$ cat config.mk
export PLATFORM = sky130hd
export DESIGN_NAME = sync_flash_cpu_burst_glue
export DESIGN_NICKNAME = d
export VERILOG_FILES = /design/src/logic/glue_pkg.sv /design/src/logic/burst_ctr_if.sv /design/src/logic/burst_addr_counter.sv /design/src/logic/phase_timer.sv /design/src/logic/sync_flash_cpu_burst_glue.sv
export SDC_FILE = /design/constraint.sdc
export NUM_CORES = 1
export LEC_CHECK = 0
export ABC_AREA = 1
export BUFFER_PORTS_ARGS = -buffer_cell sky130_fd_sc_hd__buf_2
export CORE_UTILIZATION = 45
export CTS_CLUSTER_SIZE = 24
export DETAILED_ROUTE_END_ITERATION = 8
export PLACE_DENSITY = 0.63
export SLEW_MARGIN = 20
export SYNTH_ARGS = -nofsm -noshare
export SYNTH_HDL_FRONTEND = slang
export SYNTH_SLANG_ARGS = --single-unit
$ cat constraint.sdc
create_clock -name ref_clk -period 1.6 [get_ports ref_clk]
set_input_delay 0.4 -clock ref_clk [delete_from_list [all_inputs] [get_ports ref_clk]]
set_output_delay 0.4 -clock ref_clk [all_outputs]
set_load 0.01 [all_outputs]
$ cat src/logic/glue_pkg.sv
// Purpose: shared constants and state encoding of the flash burst glue
// Assumes: one processor clock; flash runs on a delayed copy of it
// Notes:   outputs are active low where the name ends in _n
package glue_pkg;

  // ==========================================================================
  // cycle counts of the optimized read and of the write
  // ==========================================================================
  localparam logic [1:0] ADV_HOLD_CYCLES = 2'h3;  // address-valid low after launch
  localparam logic [1:0] WE_LOW_CYCLES   = 2'h2;  // write strobe low time
  localparam logic [1:0] ADV_TIMER_LOAD  = ADV_HOLD_CYCLES - 2'h1;
  localparam logic [1:0] WE_TIMER_LOAD   = WE_LOW_CYCLES - 2'h1;
  localparam logic [1:0] CPU_BURST_READY_N_AT_COUNT   = 2'h1;  // timer value one clock before ready drops

  // ==========================================================================
  // values after reset
  // ==========================================================================
  localparam logic       RST_ADDR_VALID_N = 1'b0;  // idle anticipation
  localparam logic       RST_PATH_SELECT  = 1'b1;  // processor address path
  localparam logic       RST_CHIP_EN_N    = 1'b0;
  localparam logic       RST_STROBE_N     = 1'b1;  // oe, we, ready, cacheable
  localparam logic [1:0] RST_BURST_ADDR   = 2'h0;
  localparam logic [1:0] BURST_FIRST_STEP = 2'h1;

  // ==========================================================================
  // glue state machine, gray coded along read and write paths except ST_RD_ADDR to ST_RD_END and returns to idle from ST_RD_END, ST_WR_READY or back-off
  // ==========================================================================
  typedef enum logic [3:0] {
    ST_IDLE     = 4'h0,
    ST_RD_CTL   = 4'h1,
    ST_RD_ADDR  = 4'h3,
    ST_RD_DATA  = 4'h2,
    ST_RD_END   = 4'h6,
    ST_WR_LOAD  = 4'h8,
    ST_WR_CTL   = 4'h9,
    ST_WR_PULSE = 4'hB,
    ST_WR_READY = 4'hA
  } glue_state_e;

endpackage

$ cat src/logic/burst_ctr_if.sv
// Purpose: carrier between the glue state machine and its burst counter
// Assumes: driven on ref_clk
// Notes:   addr is the flash low address when the counter path is selected
`timescale 1ns/1ns
`default_nettype none
interface burst_ctr_if;
  logic       load;         // take start_addr
  logic       inc_on_load;  // first address already sent by the processor
  logic       step;         // advance in wrapping burst order
  logic [1:0] start_addr;
  logic [1:0] addr;

  modport ctl (output load, output inc_on_load, output step, output start_addr, input addr);
  modport ctr (input load, input inc_on_load, input step, input start_addr, output addr);
endinterface
`default_nettype wire

$ cat src/logic/burst_addr_counter.sv
// Purpose: two-bit burst address counter in wrapping order
// Assumes: load and step never both matter; load wins
// Notes:   address is start xor index, which yields the wrapping order
`timescale 1ns/1ns
`default_nettype none
module burst_addr_counter (
  // clock and reset
  input  wire logic   ref_clk,
  input  wire logic   srst,
  input  wire logic   clk_en,
  // control from the glue
  burst_ctr_if.ctr    bus
);

  logic [1:0] start_q;
  logic [1:0] start_d;
  logic [1:0] idx_q;
  logic [1:0] idx_d;
  logic [1:0] addr_q;
  logic [1:0] addr_d;

  // ==========================================================================
  // next start, index and address
  // ==========================================================================
  always_comb
  begin
    start_d = start_q;
    idx_d   = idx_q;
    if (bus.load)
    begin
      start_d = bus.start_addr;
      idx_d   = bus.inc_on_load ? glue_pkg::BURST_FIRST_STEP : glue_pkg::RST_BURST_ADDR;
    end
    else if (bus.step)
    begin
      idx_d = idx_q + glue_pkg::BURST_FIRST_STEP;  // wraps after four
    end
    addr_d = start_d ^ idx_d;
  end

  // registered so the flash address lines never glitch
  always_ff @(posedge ref_clk)
  begin
    if (srst)
    begin
      start_q <= glue_pkg::RST_BURST_ADDR;
      idx_q   <= glue_pkg::RST_BURST_ADDR;
      addr_q  <= glue_pkg::RST_BURST_ADDR;
    end
    else if (clk_en)
    begin
      start_q <= start_d;
      idx_q   <= idx_d;
      addr_q  <= addr_d;
    end
  end

  assign bus.addr = addr_q;
endmodule
`default_nettype wire

$ cat src/logic/phase_timer.sv
// Purpose: small down counter that times strobe windows
// Assumes: load value fits two bits
// Notes:   stops at zero; done is a plain decode of the count
`timescale 1ns/1ns
`default_nettype none
module phase_timer (
  // clock and reset
  input  wire logic       ref_clk,
  input  wire logic       srst,
  input  wire logic       clk_en,
  // control
  input  wire logic       load,
  input  wire logic [1:0] load_val,
  // state
  output logic      [1:0] count,
  output logic            done
);

  logic [1:0] count_q;
  logic [1:0] count_d;

  // count down to zero and hold there
  always_comb
  begin
    count_d = count_q;
    if (load)
      count_d = load_val;
    else if (count_q != 2'h0)
      count_d = count_q - 2'h1;
  end

  always_ff @(posedge ref_clk)
  begin
    if (srst)
      count_q <= 2'h0;
    else if (clk_en)
      count_q <= count_d;
  end

  assign count = count_q;
  assign done  = (count_q == 2'h0);

endmodule
`default_nettype wire

$ cat src/logic/sync_flash_cpu_burst_glue.sv
// Purpose: glue between a 32-bit burst processor bus and synchronous flash
// Assumes: all processor inputs are on ref_clk; flash clock is a delayed copy
// Notes:   optimized read timing and non-burst double-word writes only
// Behaviour
// - idle keeps address-valid and processor path
// - chip enable stays asserted while idle
// - configuration high runs cacheable burst reads
// - strobe low with read enters read
// - miss decode in read returns idle
// - launch: load counter, select counter, valid three
// - counter steps while address-valid low
// - burst addresses follow wrapping xor order
// - cacheable asserted from N=2 to end
// - output enable from N=2 whole burst
// - burst-ready low from N=3 through burst
// - burst-last ends: ready high, then idle
// - strobe low with write enters write
// - write uses counter path, one address
// - double-word writes, one at a time
// - write strobe low two clocks, high N=4
// - ready after N=4, idle at N=5
// - back-off in read drops output enable
`timescale 1ns/1ns
`default_nettype none
module sync_flash_cpu_burst_glue (
  // clock, reset, enable
  input  wire logic       ref_clk,
  input  wire logic       srst,
  input  wire logic       clk_en,
  // processor bus
  input  wire logic       cpu_addr_strobe_n,
  input  wire logic       cpu_write_read,
  input  wire logic       cpu_burst_last_n,
  input  wire logic       cpu_backoff_n,
  input  wire logic [1:0] cpu_low_addr,
  output logic            cpu_burst_ready_n,
  output logic            cpu_cacheable_n,
  // decode and configuration
  input  wire logic       flash_space_miss,
  input  wire logic       flash_read_latency_setting,
  // flash control
  output logic            flash_addr_valid_n,
  output logic            low_addr_path_select,
  output logic            flash_chip_enable_n,
  output logic            flash_output_enable_n,
  output logic            flash_write_enable_n,
  output logic      [1:0] flash_low_addr
);

  glue_pkg::glue_state_e state_q;
  glue_pkg::glue_state_e state_d;
  logic       adv_n_q;
  logic       adv_n_d;
  logic       sel_q;
  logic       sel_d;
  logic       ce_n_q;
  logic       ce_n_d;
  logic       oe_n_q;
  logic       oe_n_d;
  logic       we_n_q;
  logic       we_n_d;
  logic       cpu_burst_ready_n_n_q;
  logic       cpu_burst_ready_n_n_d;
  logic       ken_n_q;
  logic       ken_n_d;
  logic       tmr_load;
  logic [1:0] tmr_val;
  logic [1:0] tmr_count;
  logic       tmr_done;
  logic       backoff;
  logic       burst_end;

  burst_ctr_if ctr_bus ();

  // ==========================================================================
  // helpers
  // ==========================================================================
  burst_addr_counter u_counter (
    .ref_clk (ref_clk),
    .srst    (srst),
    .clk_en  (clk_en),
    .bus     (ctr_bus)
  );

  phase_timer u_timer (
    .ref_clk  (ref_clk),
    .srst     (srst),
    .clk_en   (clk_en),
    .load     (tmr_load),
    .load_val (tmr_val),
    .count    (tmr_count),
    .done     (tmr_done)
  );

  assign backoff   = !cpu_backoff_n;
  assign burst_end = !cpu_burst_ready_n_n_q && !cpu_burst_last_n;
  // counter always sees the processor low address; only its load strobe matters
  assign ctr_bus.start_addr = cpu_low_addr;

  // ==========================================================================
  // state machine: next state and next outputs
  // ==========================================================================
  always_comb
  begin
    state_d  = state_q;
    adv_n_d  = adv_n_q;
    sel_d    = sel_q;
    ce_n_d   = 1'b0;
    oe_n_d   = oe_n_q;
    we_n_d   = we_n_q;
    cpu_burst_ready_n_n_d = cpu_burst_ready_n_n_q;
    ken_n_d  = ken_n_q;
    tmr_load = 1'b0;
    tmr_val  = 2'h0;
    ctr_bus.load        = 1'b0;
    ctr_bus.inc_on_load = 1'b0;
    ctr_bus.step        = 1'b0;
    unique case (state_q)
      glue_pkg::ST_IDLE:
      begin
        adv_n_d  = 1'b0;
        sel_d    = 1'b1;
        oe_n_d   = 1'b1;
        we_n_d   = 1'b1;
        cpu_burst_ready_n_n_d = 1'b1;
        ken_n_d  = 1'b1;
        if (!cpu_addr_strobe_n && !backoff)
        begin
          if (cpu_write_read)
          begin
            // configuration is not looked at for writes
            state_d      = glue_pkg::ST_WR_LOAD;
            ctr_bus.load = 1'b1;
            sel_d        = 1'b0;
            adv_n_d      = 1'b1;
          end
          else
            state_d = glue_pkg::ST_RD_CTL;
        end
      end
      glue_pkg::ST_RD_CTL:
      begin
        // slow latency setting is not served: such a read falls back to idle
        if (flash_space_miss || !flash_read_latency_setting)
          state_d = glue_pkg::ST_IDLE;
        else
        begin
          state_d             = glue_pkg::ST_RD_ADDR;
          ctr_bus.load        = 1'b1;
          ctr_bus.inc_on_load = 1'b1;
          sel_d               = 1'b0;
          adv_n_d             = 1'b0;
          tmr_load            = 1'b1;
          tmr_val             = glue_pkg::ADV_TIMER_LOAD;
        end
      end
      glue_pkg::ST_RD_ADDR:
      begin
        if (tmr_done)
        begin
          adv_n_d = 1'b1;
          state_d = glue_pkg::ST_RD_DATA;
        end
        else
          ctr_bus.step = 1'b1;
        if (tmr_count == glue_pkg::ADV_TIMER_LOAD)
        begin
          oe_n_d  = 1'b0;
          ken_n_d = 1'b0;
        end
        if (tmr_count == glue_pkg::CPU_BURST_READY_N_AT_COUNT)
          cpu_burst_ready_n_n_d = 1'b0;
        if (burst_end)
        begin
          cpu_burst_ready_n_n_d = 1'b1;
          ken_n_d  = 1'b1;
          adv_n_d  = 1'b1;
          state_d  = glue_pkg::ST_RD_END;
        end
      end
      glue_pkg::ST_RD_DATA:
      begin
        if (burst_end)
        begin
          cpu_burst_ready_n_n_d = 1'b1;
          ken_n_d  = 1'b1;
          state_d  = glue_pkg::ST_RD_END;
        end
      end
      glue_pkg::ST_RD_END:
      begin
        // output enable outlives ready by one clock for processor data hold
        oe_n_d  = 1'b1;
        adv_n_d = 1'b0;
        sel_d   = 1'b1;
        state_d = glue_pkg::ST_IDLE;
      end
      glue_pkg::ST_WR_LOAD:
      begin
        if (flash_space_miss)
        begin
          sel_d   = 1'b1;
          adv_n_d = 1'b0;
          state_d = glue_pkg::ST_IDLE;
        end
        else
          state_d = glue_pkg::ST_WR_CTL;
      end
      glue_pkg::ST_WR_CTL:
      begin
        we_n_d   = 1'b0;
        tmr_load = 1'b1;
        tmr_val  = glue_pkg::WE_TIMER_LOAD;
        state_d  = glue_pkg::ST_WR_PULSE;
      end
      glue_pkg::ST_WR_PULSE:
      begin
        if (tmr_done)
        begin
          we_n_d   = 1'b1;
          cpu_burst_ready_n_n_d = 1'b0;
          state_d  = glue_pkg::ST_WR_READY;
        end
      end
      glue_pkg::ST_WR_READY:
      begin
        // single ready: only double-word writes are supported
        cpu_burst_ready_n_n_d = 1'b1;
        adv_n_d  = 1'b0;
        sel_d    = 1'b1;
        state_d  = glue_pkg::ST_IDLE;
      end
      default:
        state_d = glue_pkg::ST_IDLE;
    endcase
    // back-off aborts any cycle; the processor restarts it later
    if (backoff)
    begin
      state_d  = glue_pkg::ST_IDLE;
      adv_n_d  = 1'b0;
      sel_d    = 1'b1;
      // chip enable stays low: the idle state must keep the flash selected
      oe_n_d   = 1'b1;
      we_n_d   = 1'b1;
      cpu_burst_ready_n_n_d = 1'b1;
      ken_n_d  = 1'b1;
    end
  end

  // register state and strobes
  always_ff @(posedge ref_clk)
  begin
    if (srst)
    begin
      state_q  <= glue_pkg::ST_IDLE;
      adv_n_q  <= glue_pkg::RST_ADDR_VALID_N;
      sel_q    <= glue_pkg::RST_PATH_SELECT;
      ce_n_q   <= glue_pkg::RST_CHIP_EN_N;
      oe_n_q   <= glue_pkg::RST_STROBE_N;
      we_n_q   <= glue_pkg::RST_STROBE_N;
      cpu_burst_ready_n_n_q <= glue_pkg::RST_STROBE_N;
      ken_n_q  <= glue_pkg::RST_STROBE_N;
    end
    else if (clk_en)
    begin
      state_q  <= state_d;
      adv_n_q  <= adv_n_d;
      sel_q    <= sel_d;
      ce_n_q   <= ce_n_d;
      oe_n_q   <= oe_n_d;
      we_n_q   <= we_n_d;
      cpu_burst_ready_n_n_q <= cpu_burst_ready_n_n_d;
      ken_n_q  <= ken_n_d;
    end
  end

  // ==========================================================================
  // outputs; oe and we also drop within the back-off cycle itself
  // ==========================================================================
  assign flash_addr_valid_n    = adv_n_q;
  assign low_addr_path_select  = sel_q;
  assign flash_chip_enable_n   = ce_n_q;
  assign flash_output_enable_n = oe_n_q | backoff;
  assign flash_write_enable_n  = we_n_q | backoff;
  assign cpu_burst_ready_n     = cpu_burst_ready_n_n_q;
  assign cpu_cacheable_n       = ken_n_q;
  assign flash_low_addr        = sel_q ? cpu_low_addr : ctr_bus.addr;
endmodule
`default_nettype wire

# == Yosys cells after proc, flatten, opt, wreduce, memory -nomap -nowiden ==
# Index checks and enable logic that the tools add are counted.
# classes
n_mul,0
shift,0
reduce_logical,23
mux,52
addsub,2
eq_ne,25
bitwise,3
n_div,0
n_lt_le_gt_ge,0
# op_table
op,count
4-bit 2-to-1 mux,8
4-bit one-hot mux with 7 select lines,1
1-bit 2-to-1 mux,26
"3-bit inequality test, second input constant",6
"4-bit == test, second input constant",4
2-bit 2-to-1 mux,8
5-bit AND reduction,3
"4-bit inequality test, second input constant",3
"5-bit by 2-bit inequality test with 1-bit output, second input constant",2
"4-bit by 2-bit == test with 1-bit output, second input constant",2
"4-bit by 1-bit inequality test with 1-bit output, second input constant",2
1-bit one-hot mux with 4 select lines,2
4-bit AND reduction,2
"6-bit by 2-bit inequality test with 1-bit output, second input constant",1
1-bit one-hot mux with 2 select lines,3
1-bit one-hot mux with 3 select lines,2
3-bit AND reduction,2
2-bit OR reduction,3
1-bit logical NOT,5
1-bit one-hot mux with 5 select lines,1
"4-bit by 1-bit == test with 1-bit output, second input constant",1
"4-bit by 3-bit == test with 1-bit output, second input constant",1
4-bit logical NOT,1
2-bit one-hot mux with 2 select lines,1
other kinds (12),15
# totals
n_memories,0
latchBits,0
romBits,0
reg_bits,18
mem_bits_rw,0

# == Logic depth before layout (Yosys ltp) ==
# Gate-level depths: netlist of run 1.
# depth
ltp_word,7
depth_mapped,11
mapped_depth_nobuf,11

# == By module ==
# From an unflattened synthesis of run 1, not the netlist that was laid out.
# unflattened
cells_unflattened,238
hier_area_um2,1442.6
# modules_own_cells
module,seq_area_each_um2,area_each_um2,cells_each,n_inst
sync_flash_cpu_burst_glue,200.2,943.4,155,1
burst_addr_counter,120.1,371.6,62,1
phase_timer,40.0,127.6,21,1

# == Worst setup path after synthesis of run 1 ==
# OpenSTA, ideal clock, no wires.
# synth_path
kind,input to register
startpoint,input port cpu_backoff_n
endpoint,register u_counter.start_q[1]
path_stages,9
arrival_time_ps,1281
slack_ps,204
cell_sequence,buf_4 nand2_1 nor2_1 nand2_4 nand2_4 nand2_2 o21ai_2 nor2_1 o21a_1
# synth_via
elab_chain_len,4
# synth_rtl
element,line,rtl
"start, declared",sync_flash_cpu_burst_glue.sv:34,"input wire logic cpu_backoff_n,"
1-bit logical AND,sync_flash_cpu_burst_glue.sv:127,if (!cpu_addr_strobe_n && !backoff)
1-bit 2-to-1 mux,sync_flash_cpu_burst_glue.sv:127,
1-bit one-hot mux with 2 select lines,sync_flash_cpu_burst_glue.sv:118,unique case (state_q)
2-bit 2-to-1 mux,burst_addr_counter.sv:29,if (bus.load)
"end signal, assigned",burst_addr_counter.sv:46,start_q <= glue_pkg::RST_BURST_ADDR;
"end signal, assigned",burst_addr_counter.sv:52,start_q <= start_d;
"end, declared",burst_addr_counter.sv:15,logic [1:0] start_q;
# No other way between the ends.
# A chain may end at the register's enable or synchronous reset.

# == Worst setup path in the final report of run 1 ==
# layout_path
startpoint,register state_q[2]
endpoint,"register u_counter.addr_q[0], in the netlist u_counter.bus.addr[0]"
# layout_via
elab_chain_len,5
word_cells_on_any_way,11
cone_classes,eq/ne (2); mux (7); bitwise (1); reduce/logical (1)
# layout_rtl
element,line,rtl
"start, declared",sync_flash_cpu_burst_glue.sv:50,glue_pkg::glue_state_e state_q;
"start signal, assigned",sync_flash_cpu_burst_glue.sv:255,state_q <= glue_pkg::ST_IDLE;
"start signal, assigned",sync_flash_cpu_burst_glue.sv:266,state_q <= state_d;
4-bit by 2-bit == test with 1-bit output / 4-bit by 1-bit == test with 1-bit output (equally long branches),sync_flash_cpu_burst_glue.sv:118,
1-bit 2-to-1 mux,sync_flash_cpu_burst_glue.sv:118,
2-bit 2-to-1 mux / 1-bit 2-to-1 mux (equally long branches),"burst_addr_counter.sv:34, burst_addr_counter.sv:32",
2-bit 2-to-1 mux,burst_addr_counter.sv:29,
2-bit XOR (*),burst_addr_counter.sv:38,addr_d = start_d ^ idx_d;
"end signal, assigned",burst_addr_counter.sv:48,addr_q <= glue_pkg::RST_BURST_ADDR;
"end signal, assigned",burst_addr_counter.sv:54,addr_q <= addr_d;
"end, declared",burst_addr_counter.sv:19,logic [1:0] addr_q;
# Every way passes the cells marked *; elsewhere a longest branch is shown, timed or not.

==> results of run 1 <==
## layout by cell type, fill, tap and decap left out, types with 2 or more instances in the layout
master,instances
o21ai_1,2
or2_2,2
clkbuf_4,3
ha_1,3
o21ai_2,2
buf_2,18
nand2_2,4
o21ai_0,10
nor2_4,2
a21oi_2,2
dfxtp_1,13
buf_4,7
nand2_4,3
o211ai_1,2
dfxtp_2,5
nor2_1,28
inv_2,7
nor3_1,2
inv_1,23
nand4_1,5
nand3_1,16
a21oi_1,15
nand2_1,57
nor2_2,4
## routing by layer
metal / up-vias / GRT usage, % / share of wire [%]
li1: 752 / - / -
met1: 663 / 31.7 / 49
met2: 38 / 37.0 / 44
met3: 6 / 3.00 / 5.5
met4: 0 / 6.27 / 1.2
met5: - / 0 / 0
## kinds of logic after synthesis
group / Yosys count / share of synthesized area [%]
flip-flops: 18 / 27.0
AND/OR/NAND/NOR: 124 / 43.0
adder cells (fa/ha/maj): 3 / 2.81
AO/OA/AOI/OAI: 36 / 15.6
other: 1 / 0.281
buffers and inverters: 36 / 11.3
## synthesized netlist by cell type, drive strengths merged
master / number
nand3: 16
o21a: 1
o31ai: 1
nand2: 64
ha: 3
clkinv: 1
or2: 2
nor3: 2
nor2: 34
nand4: 6
conb: 1
buf: 5
a21oi: 17
a211oi: 1
inv: 30
o21ai: 14
o211ai: 2
dfxtp: 18
## critical path: stages (launching register included)
cell and delay [ns]:
dfxtp_2 0.36, nor2_1 0.13, buf_6 0.17, nand2_2 0.10, inv_2 0.09, nand2_4 0.06, nand2_4 0.11, nand2_1 0.07
nand3_1 0.10, nand3_1 0.10, nand2_1 0.07, nor2_1 0.04
## worst max path at each step
stage | from | end | slack, ns | depth (start not counted)
after floorplan | cpu_backoff_n | u_counter.start_q[1] | 0.20 | 9
after global placement | state_q[0] | u_counter.bus.addr[1] | 0.07 | 9
after detailed placement | cpu_backoff_n | u_counter.bus.addr[0] | 0.009 | 10
after CTS | state_q[0] | u_counter.bus.addr[0] | 0.04 | 9
after global routing | state_q[2] | u_counter.bus.addr[0] | -0.03 | 11
final | state_q[2] | u_counter.bus.addr[0] | 0.10 | 11
## per-stage QoR
step / hold slack, ns / TNS [ns]
floorplan: 0.435 / 0
global placement: 0.436 / 0
detailed placement: 0.435 / 0
CTS: 0.385 / 0
global route: 0.403 / -0.0347
finish: 0.400 / 0
## sequential cells by signal, indices dropped and copies added (netlist names)
register	count
we_n_q	1
flash_addr_valid_n	1
u_counter.bus.addr	2
u_counter.idx_q	2
oe_n_q	1
cpu_burst_ready_n	1
cpu_cacheable_n	1
low_addr_path_select	1
u_timer.count	2
state_q	4
u_counter.start_q	2
## power groups by stage
| stage | Sequential, uW | Combinational [uW] | Clock, uW |
|---|---|---|---|
| final | 523 | 435 | 281 |
| after global routing | 529 | 487 | 324 |
| after CTS | 519 | 419 | 298 |
| after detailed placement | 530 | 416 | 0 |
| after global placement | 528 | 410 | 0 |
| after floorplan | 526 | 303 | 0 |
## repair_timing
action	CTS	global route
buffers inserted	0	1
hold buffers	0	0
resized for setup	0	9
setup endpoints to repair	0	11
hold endpoints to repair	0	0
## area by class of cell
class                   count  share of cell area, %
inverters                  31                   7.55
repair buffers             26                   9.98
clock buffers               4                   2.35
flip-flops and latches     18                   23.8
well taps                  31                   2.52
multi-input cells         164                   53.8
==> results.py, run 1 <==
metrics = {
    "run_status": {
        "outcome": "finished, final reports clean",
    },
    "routing": {
        "drt_iter0_markers": 67,
        "wl_per_cell_um": 12.2,
        "vias_per_cell": 5.32,
        "route.antenna.remaining_nets": 0,
        "num_vias": 1459,
        "routed_wl_um": 3350,
        "first_pass_iters": 4,
        "drc": 0,
    },
    "clock_tree": {
        "cts_sinks": 18,
        "insertion_delay_ns": 0.29,
        "clk_pin_slew_ns": 0.11,
        "cts_buffer_depth": 2,
        "cts_tree": "built",
        "cts_buffers": 3,
        "root_buffer": "clkbuf_4",
        "htree_levels": 1,
    },
    "yosys": {
        "synth_cells": 218,
        "synth_top_area_share_pct": 27.0,
        "synth-seq-cells": 18,
        "yosys.area.top_type": "dfxtp_1",
        "yosysUniqueCellTypes": 30,
        "seq_area_frac_synth_pct": 27.0,
        "ys_top_cells_by_area": "dfxtp_1 (27%), nand2_1 (16%), nor2_1 (8.2%), inv_1 (6.8%), nand3_1 (6.0%)",
        "syn-num-nets": 232,
        "ys_warn_count": 0,
        "syn-cell-area_sq_um": 1330,
        "avgSynthCellArea_sq_um": 6.12,
    },
    "setup_path": {
        "endpoint_kind": "flip-flop",
        "path_max_fanout": 10,
        "r2r-start": "state_q[2]",
        "rr_worst_depth": 11,
        "crit_type": "reg2reg",
        "worstSetupStartpointType": "flip-flop",
        "ff2ff_setup_slack_ns": 0.10,
        "cp.required_ns": 1.79,
        "reg2reg_to": "u_counter.bus.addr[0]",
        "worst_ep_arrival_time_ns": 1.69,
    },
    "placed_design": {
        "place_ws_ns": 0.00885,
        "dp_hpwl_um": 2670,
        "gp_congestion": 0.878,
        "numPortBuffers": 18,
        "placedCellCount": 269,
        "place_area_sq_um": 1480,
    },
    "global_routing": {
        "grt_pass1_vias": 1363,
        "grt_max_degree": 12,
        "grt.overflow.total": 0,
        "antenna_found_initial": 0,
        "grt_pass1_wl_um": 5820,
        "grt_util_all_layers_pct": 22.8,
    },
    "layout": {
        "fin_nets": 258,
        "final_core_utilization_pct": 55.4,
        "drive_above_1_share_pct": 25.5,
        "syn_to_final_growth_pct": 15.6,
        "fin_area_sq_um": 1540,
        "fillers": 293,
        "fin_cells": 274,
        "final-seq-area_sq_um": 367,
        "antenna_cells": 0,
        "multi_input_area_sq_um": 830,
    },
    "pwr": {
        "internal_power_uw": 789,
        "p_leak_uw": 0.000778,
        "sequentialPowerShare_pct": 42.2,
        "power_uw": 1240,
        "peakVddDrop_mv": 0.518,
        "p_sw_uw": 450,
        "p_per_area_nw_per_um2": 804,
        "swShare_pct": 36.3,
        "combinationalPowerShare_pct": 35.1,
        "pwr-share-clk_pct": 22.7,
    },
    "sta": {
        "fin_ws_ns": 0.104,
        "report.final.slew_viol_count": 0,
        "post-route-min-period_ns": 1.50,
        "rsz0062_at_grt": "true",
        "hold_viol_final": 0,
        "setup_viol": 0,
        "fin_crit_sh_pct": 93.5,
        "fin_skew_ns": 0.00519,
        "clock.fmax_mhz": 668,
    },
    "hold_path": {
        "min-delay-start": "srst",
        "hold_path.class": "in2reg",
        "whs_endpoint": "flash_addr_valid_n",
        "min_path_cells": 2,
    },
    "floorplan": {
        "die_w_um": 56.4,
        "pin_count": 20,
        "dieArea_sq_um": 3190,
        "chipHeight_um": 56.4,
        "core_area_sq_um": 2780,
        "start_util_pct": 48.0,
        "fp-row-count": 19,
    },
    "job": {
        "max_cap_violations": 0,
    },
}
Power figures use the tool's default switching activity.
==> run 2: changes to the inputs <==
--- a/config.mk
+++ b/config.mk
@@ -10,7 +10,7 @@
 export CORE_UTILIZATION = 45
 export CTS_CLUSTER_SIZE = 24
 export DETAILED_ROUTE_END_ITERATION = 8
-export PLACE_DENSITY = 0.63
+export PLACE_DENSITY = 0.74
 export SLEW_MARGIN = 20
 export SYNTH_ARGS = -nofsm -noshare
 export SYNTH_HDL_FRONTEND = slang
==> results.py, run 2 (same netlist as run 1, synthesis figures left out) <==
metrics = {
    "run_status": {
        "outcome": "finished, final reports clean",
    },
    "layout": {
        "largest_reg_flops": 4,
        "largest_register": "state_q",
        "fillers": 283,
        "syn_to_final_growth_pct": 17.8,
        "drive_above_1_share_pct": 26.4,
        "final_core_utilization_pct": 56.5,
        "mostFrequentLayoutCells": "nand2_1 (57), nor2_1 (28), inv_1 (24)",
        "fin_nets": 261,
        "layout_commonest_cell": "nand2_1",
        "antenna_cells": 0,
    },
    "setup_path": {
        "worst_ep_arrival_time_ns": 1.13,
        "slowest_stage": "or2_2",
        "endpoint_kind": "output pin",
        "cp.required_ns": 1.20,
        "crit_chain": "buf_2 > clkinv_1 > or2_2 > buf_2",
        "path_max_fanout": 5,
        "worstSetupStartpointType": "primary input",
        "cp_common_cell": "buf_2",
        "crit_type": "in2out",
        "slowest_delay_ns": 0.33,
    },
    "pwr": {
        "p_leak_uw": 0.000798,
        "p_per_area_nw_per_um2": 808,
        "peakVddDrop_mv": 0.515,
        "power_uw": 1270,
    },
    "routing": {
        "routed_wl_um": 3200,
        "drt_iter0_markers": 68,
        "drc": 0,
        "route.antenna.remaining_nets": 0,
        "vias_per_cell": 5.19,
        "wl_per_cell_um": 11.5,
        "num_vias": 1438,
        "first_pass_iters": 4,
    },
    "clock_tree": {
        "cts_tree": "built",
        "clk_pin_slew_ns": 0.11,
        "cts_sinks": 18,
        "root_buffer": "clkbuf_4",
        "cts_buffers": 3,
        "htree_levels": 1,
        "insertion_delay_ns": 0.31,
        "cts_buffer_depth": 2,
    },
    "placed_design": {
        "dp_hpwl_um": 2480,
        "numPortBuffers": 18,
        "gp_congestion": 0.936,
    },
    "floorplan": {
        "core_area_sq_um": 2780,
        "start_util_pct": 48.0,
        "chipHeight_um": 56.4,
        "dieArea_sq_um": 3190,
        "pin_count": 20,
        "die_w_um": 56.4,
        "fp-row-count": 19,
    },
    "sta": {
        "hold_viol_final": 0,
        "report.final.slew_viol_count": 0,
        "setup_viol": 0,
        "clock.fmax_mhz": 654,
        "post-route-min-period_ns": 1.53,
        "fin_crit_sh_pct": 95.5,
        "fin_skew_ns": 0.0109,
        "fin_tns_setup_ns": 0,
    },
    "job": {
        "max_cap_violations": 0,
    },
    "hold_path": {
        "hold_path.class": "in2reg",
    },
    "global_routing": {
        "grt.overflow.total": 0,
        "grt_pass1_vias": 1241,
        "grt_util_all_layers_pct": 21.2,
        "grt_pass1_wl_um": 5420,
        "grt_max_degree": 12,
        "antenna_found_initial": 0,
    },
}
-- run 2: cell types whose count changed in the layout (fill, tap and decap cells not counted) --
cell and change:
nand3_1 -1, o21ai_2 +1, o21ai_1 -1, inv_1 +1
dfxtp_2 -1, dfxtp_1 +1, buf_4 +3, inv_2 -1
nand3_2 +1
-- run 2: worst paths after layout --
check | from | endpoint | depth (start not counted) | slack (ns)
hold / removal | srst | flash_addr_valid_n | 2 | 0.38
setup reg to reg | state_q[2] | u_counter.start_q[1] | 10 | 0.12
setup / recovery | cpu_backoff_n | flash_write_enable_n | 4 | 0.07
hold reg to reg | cpu_cacheable_n | cpu_cacheable_n | 2 | 0.45
-- run 2: power by group --
group / total (uW) / internal, uW / switching (uW)
sequential: 516 / 485 / 31.0
clock: 305 / 139 / 166
combinational: 448 / 174 / 274
total: 1270 / 798 / 471
-- run 2: layout make-up --
class / instances / area [sq um] / area share (%)
Multi-Input combinational cell: 164 / 838 / 53.3
Tap cell: 31 / 38.8 / 2.47
Inverter: 31 / 116 / 7.40
Timing Repair Buffer: 29 / 176 / 11.2
Sequential cell: 18 / 365 / 23.2
Clock buffer: 4 / 36.3 / 2.31
-- run 2: worst max-delay path: cells and delay by family --
| family | cells | cell delay [ns] |
|---|---|---|
| buf+inv | 3 | 0.39 |
| simple gates | 1 | 0.33 |
-- run 2: metrics by stage --
stage	std cells	hold WS [ns]	cell area (sq um)	worst slack, ns
finish	277	0.379	1570	0.0719
global route	277	0.372	1570	-0.000660
CTS	276	0.373	1540	0.0684
detailed placement	272	0.428	1500	0.0518
global placement	272	0.426	1500	0.0670
floorplan	218	0.435	1330	0.204
-- run 2: layer usage --
layer / global-route usage [%] / share of wire [%]
met1: 31.4 / 50
met4: 6.97 / 1.8
met3: 2.76 / 5.4
met2: 31.6 / 43
met5: 0 / 0
-- run 2: timing repair --
item / in CTS / in global routing
hold buffers: 0 / 0
hold endpoints to repair: 0 / 0
setup buffers: 0 / 1
setup endpoints to repair: 0 / 7
gates resized for setup: 0 / 9
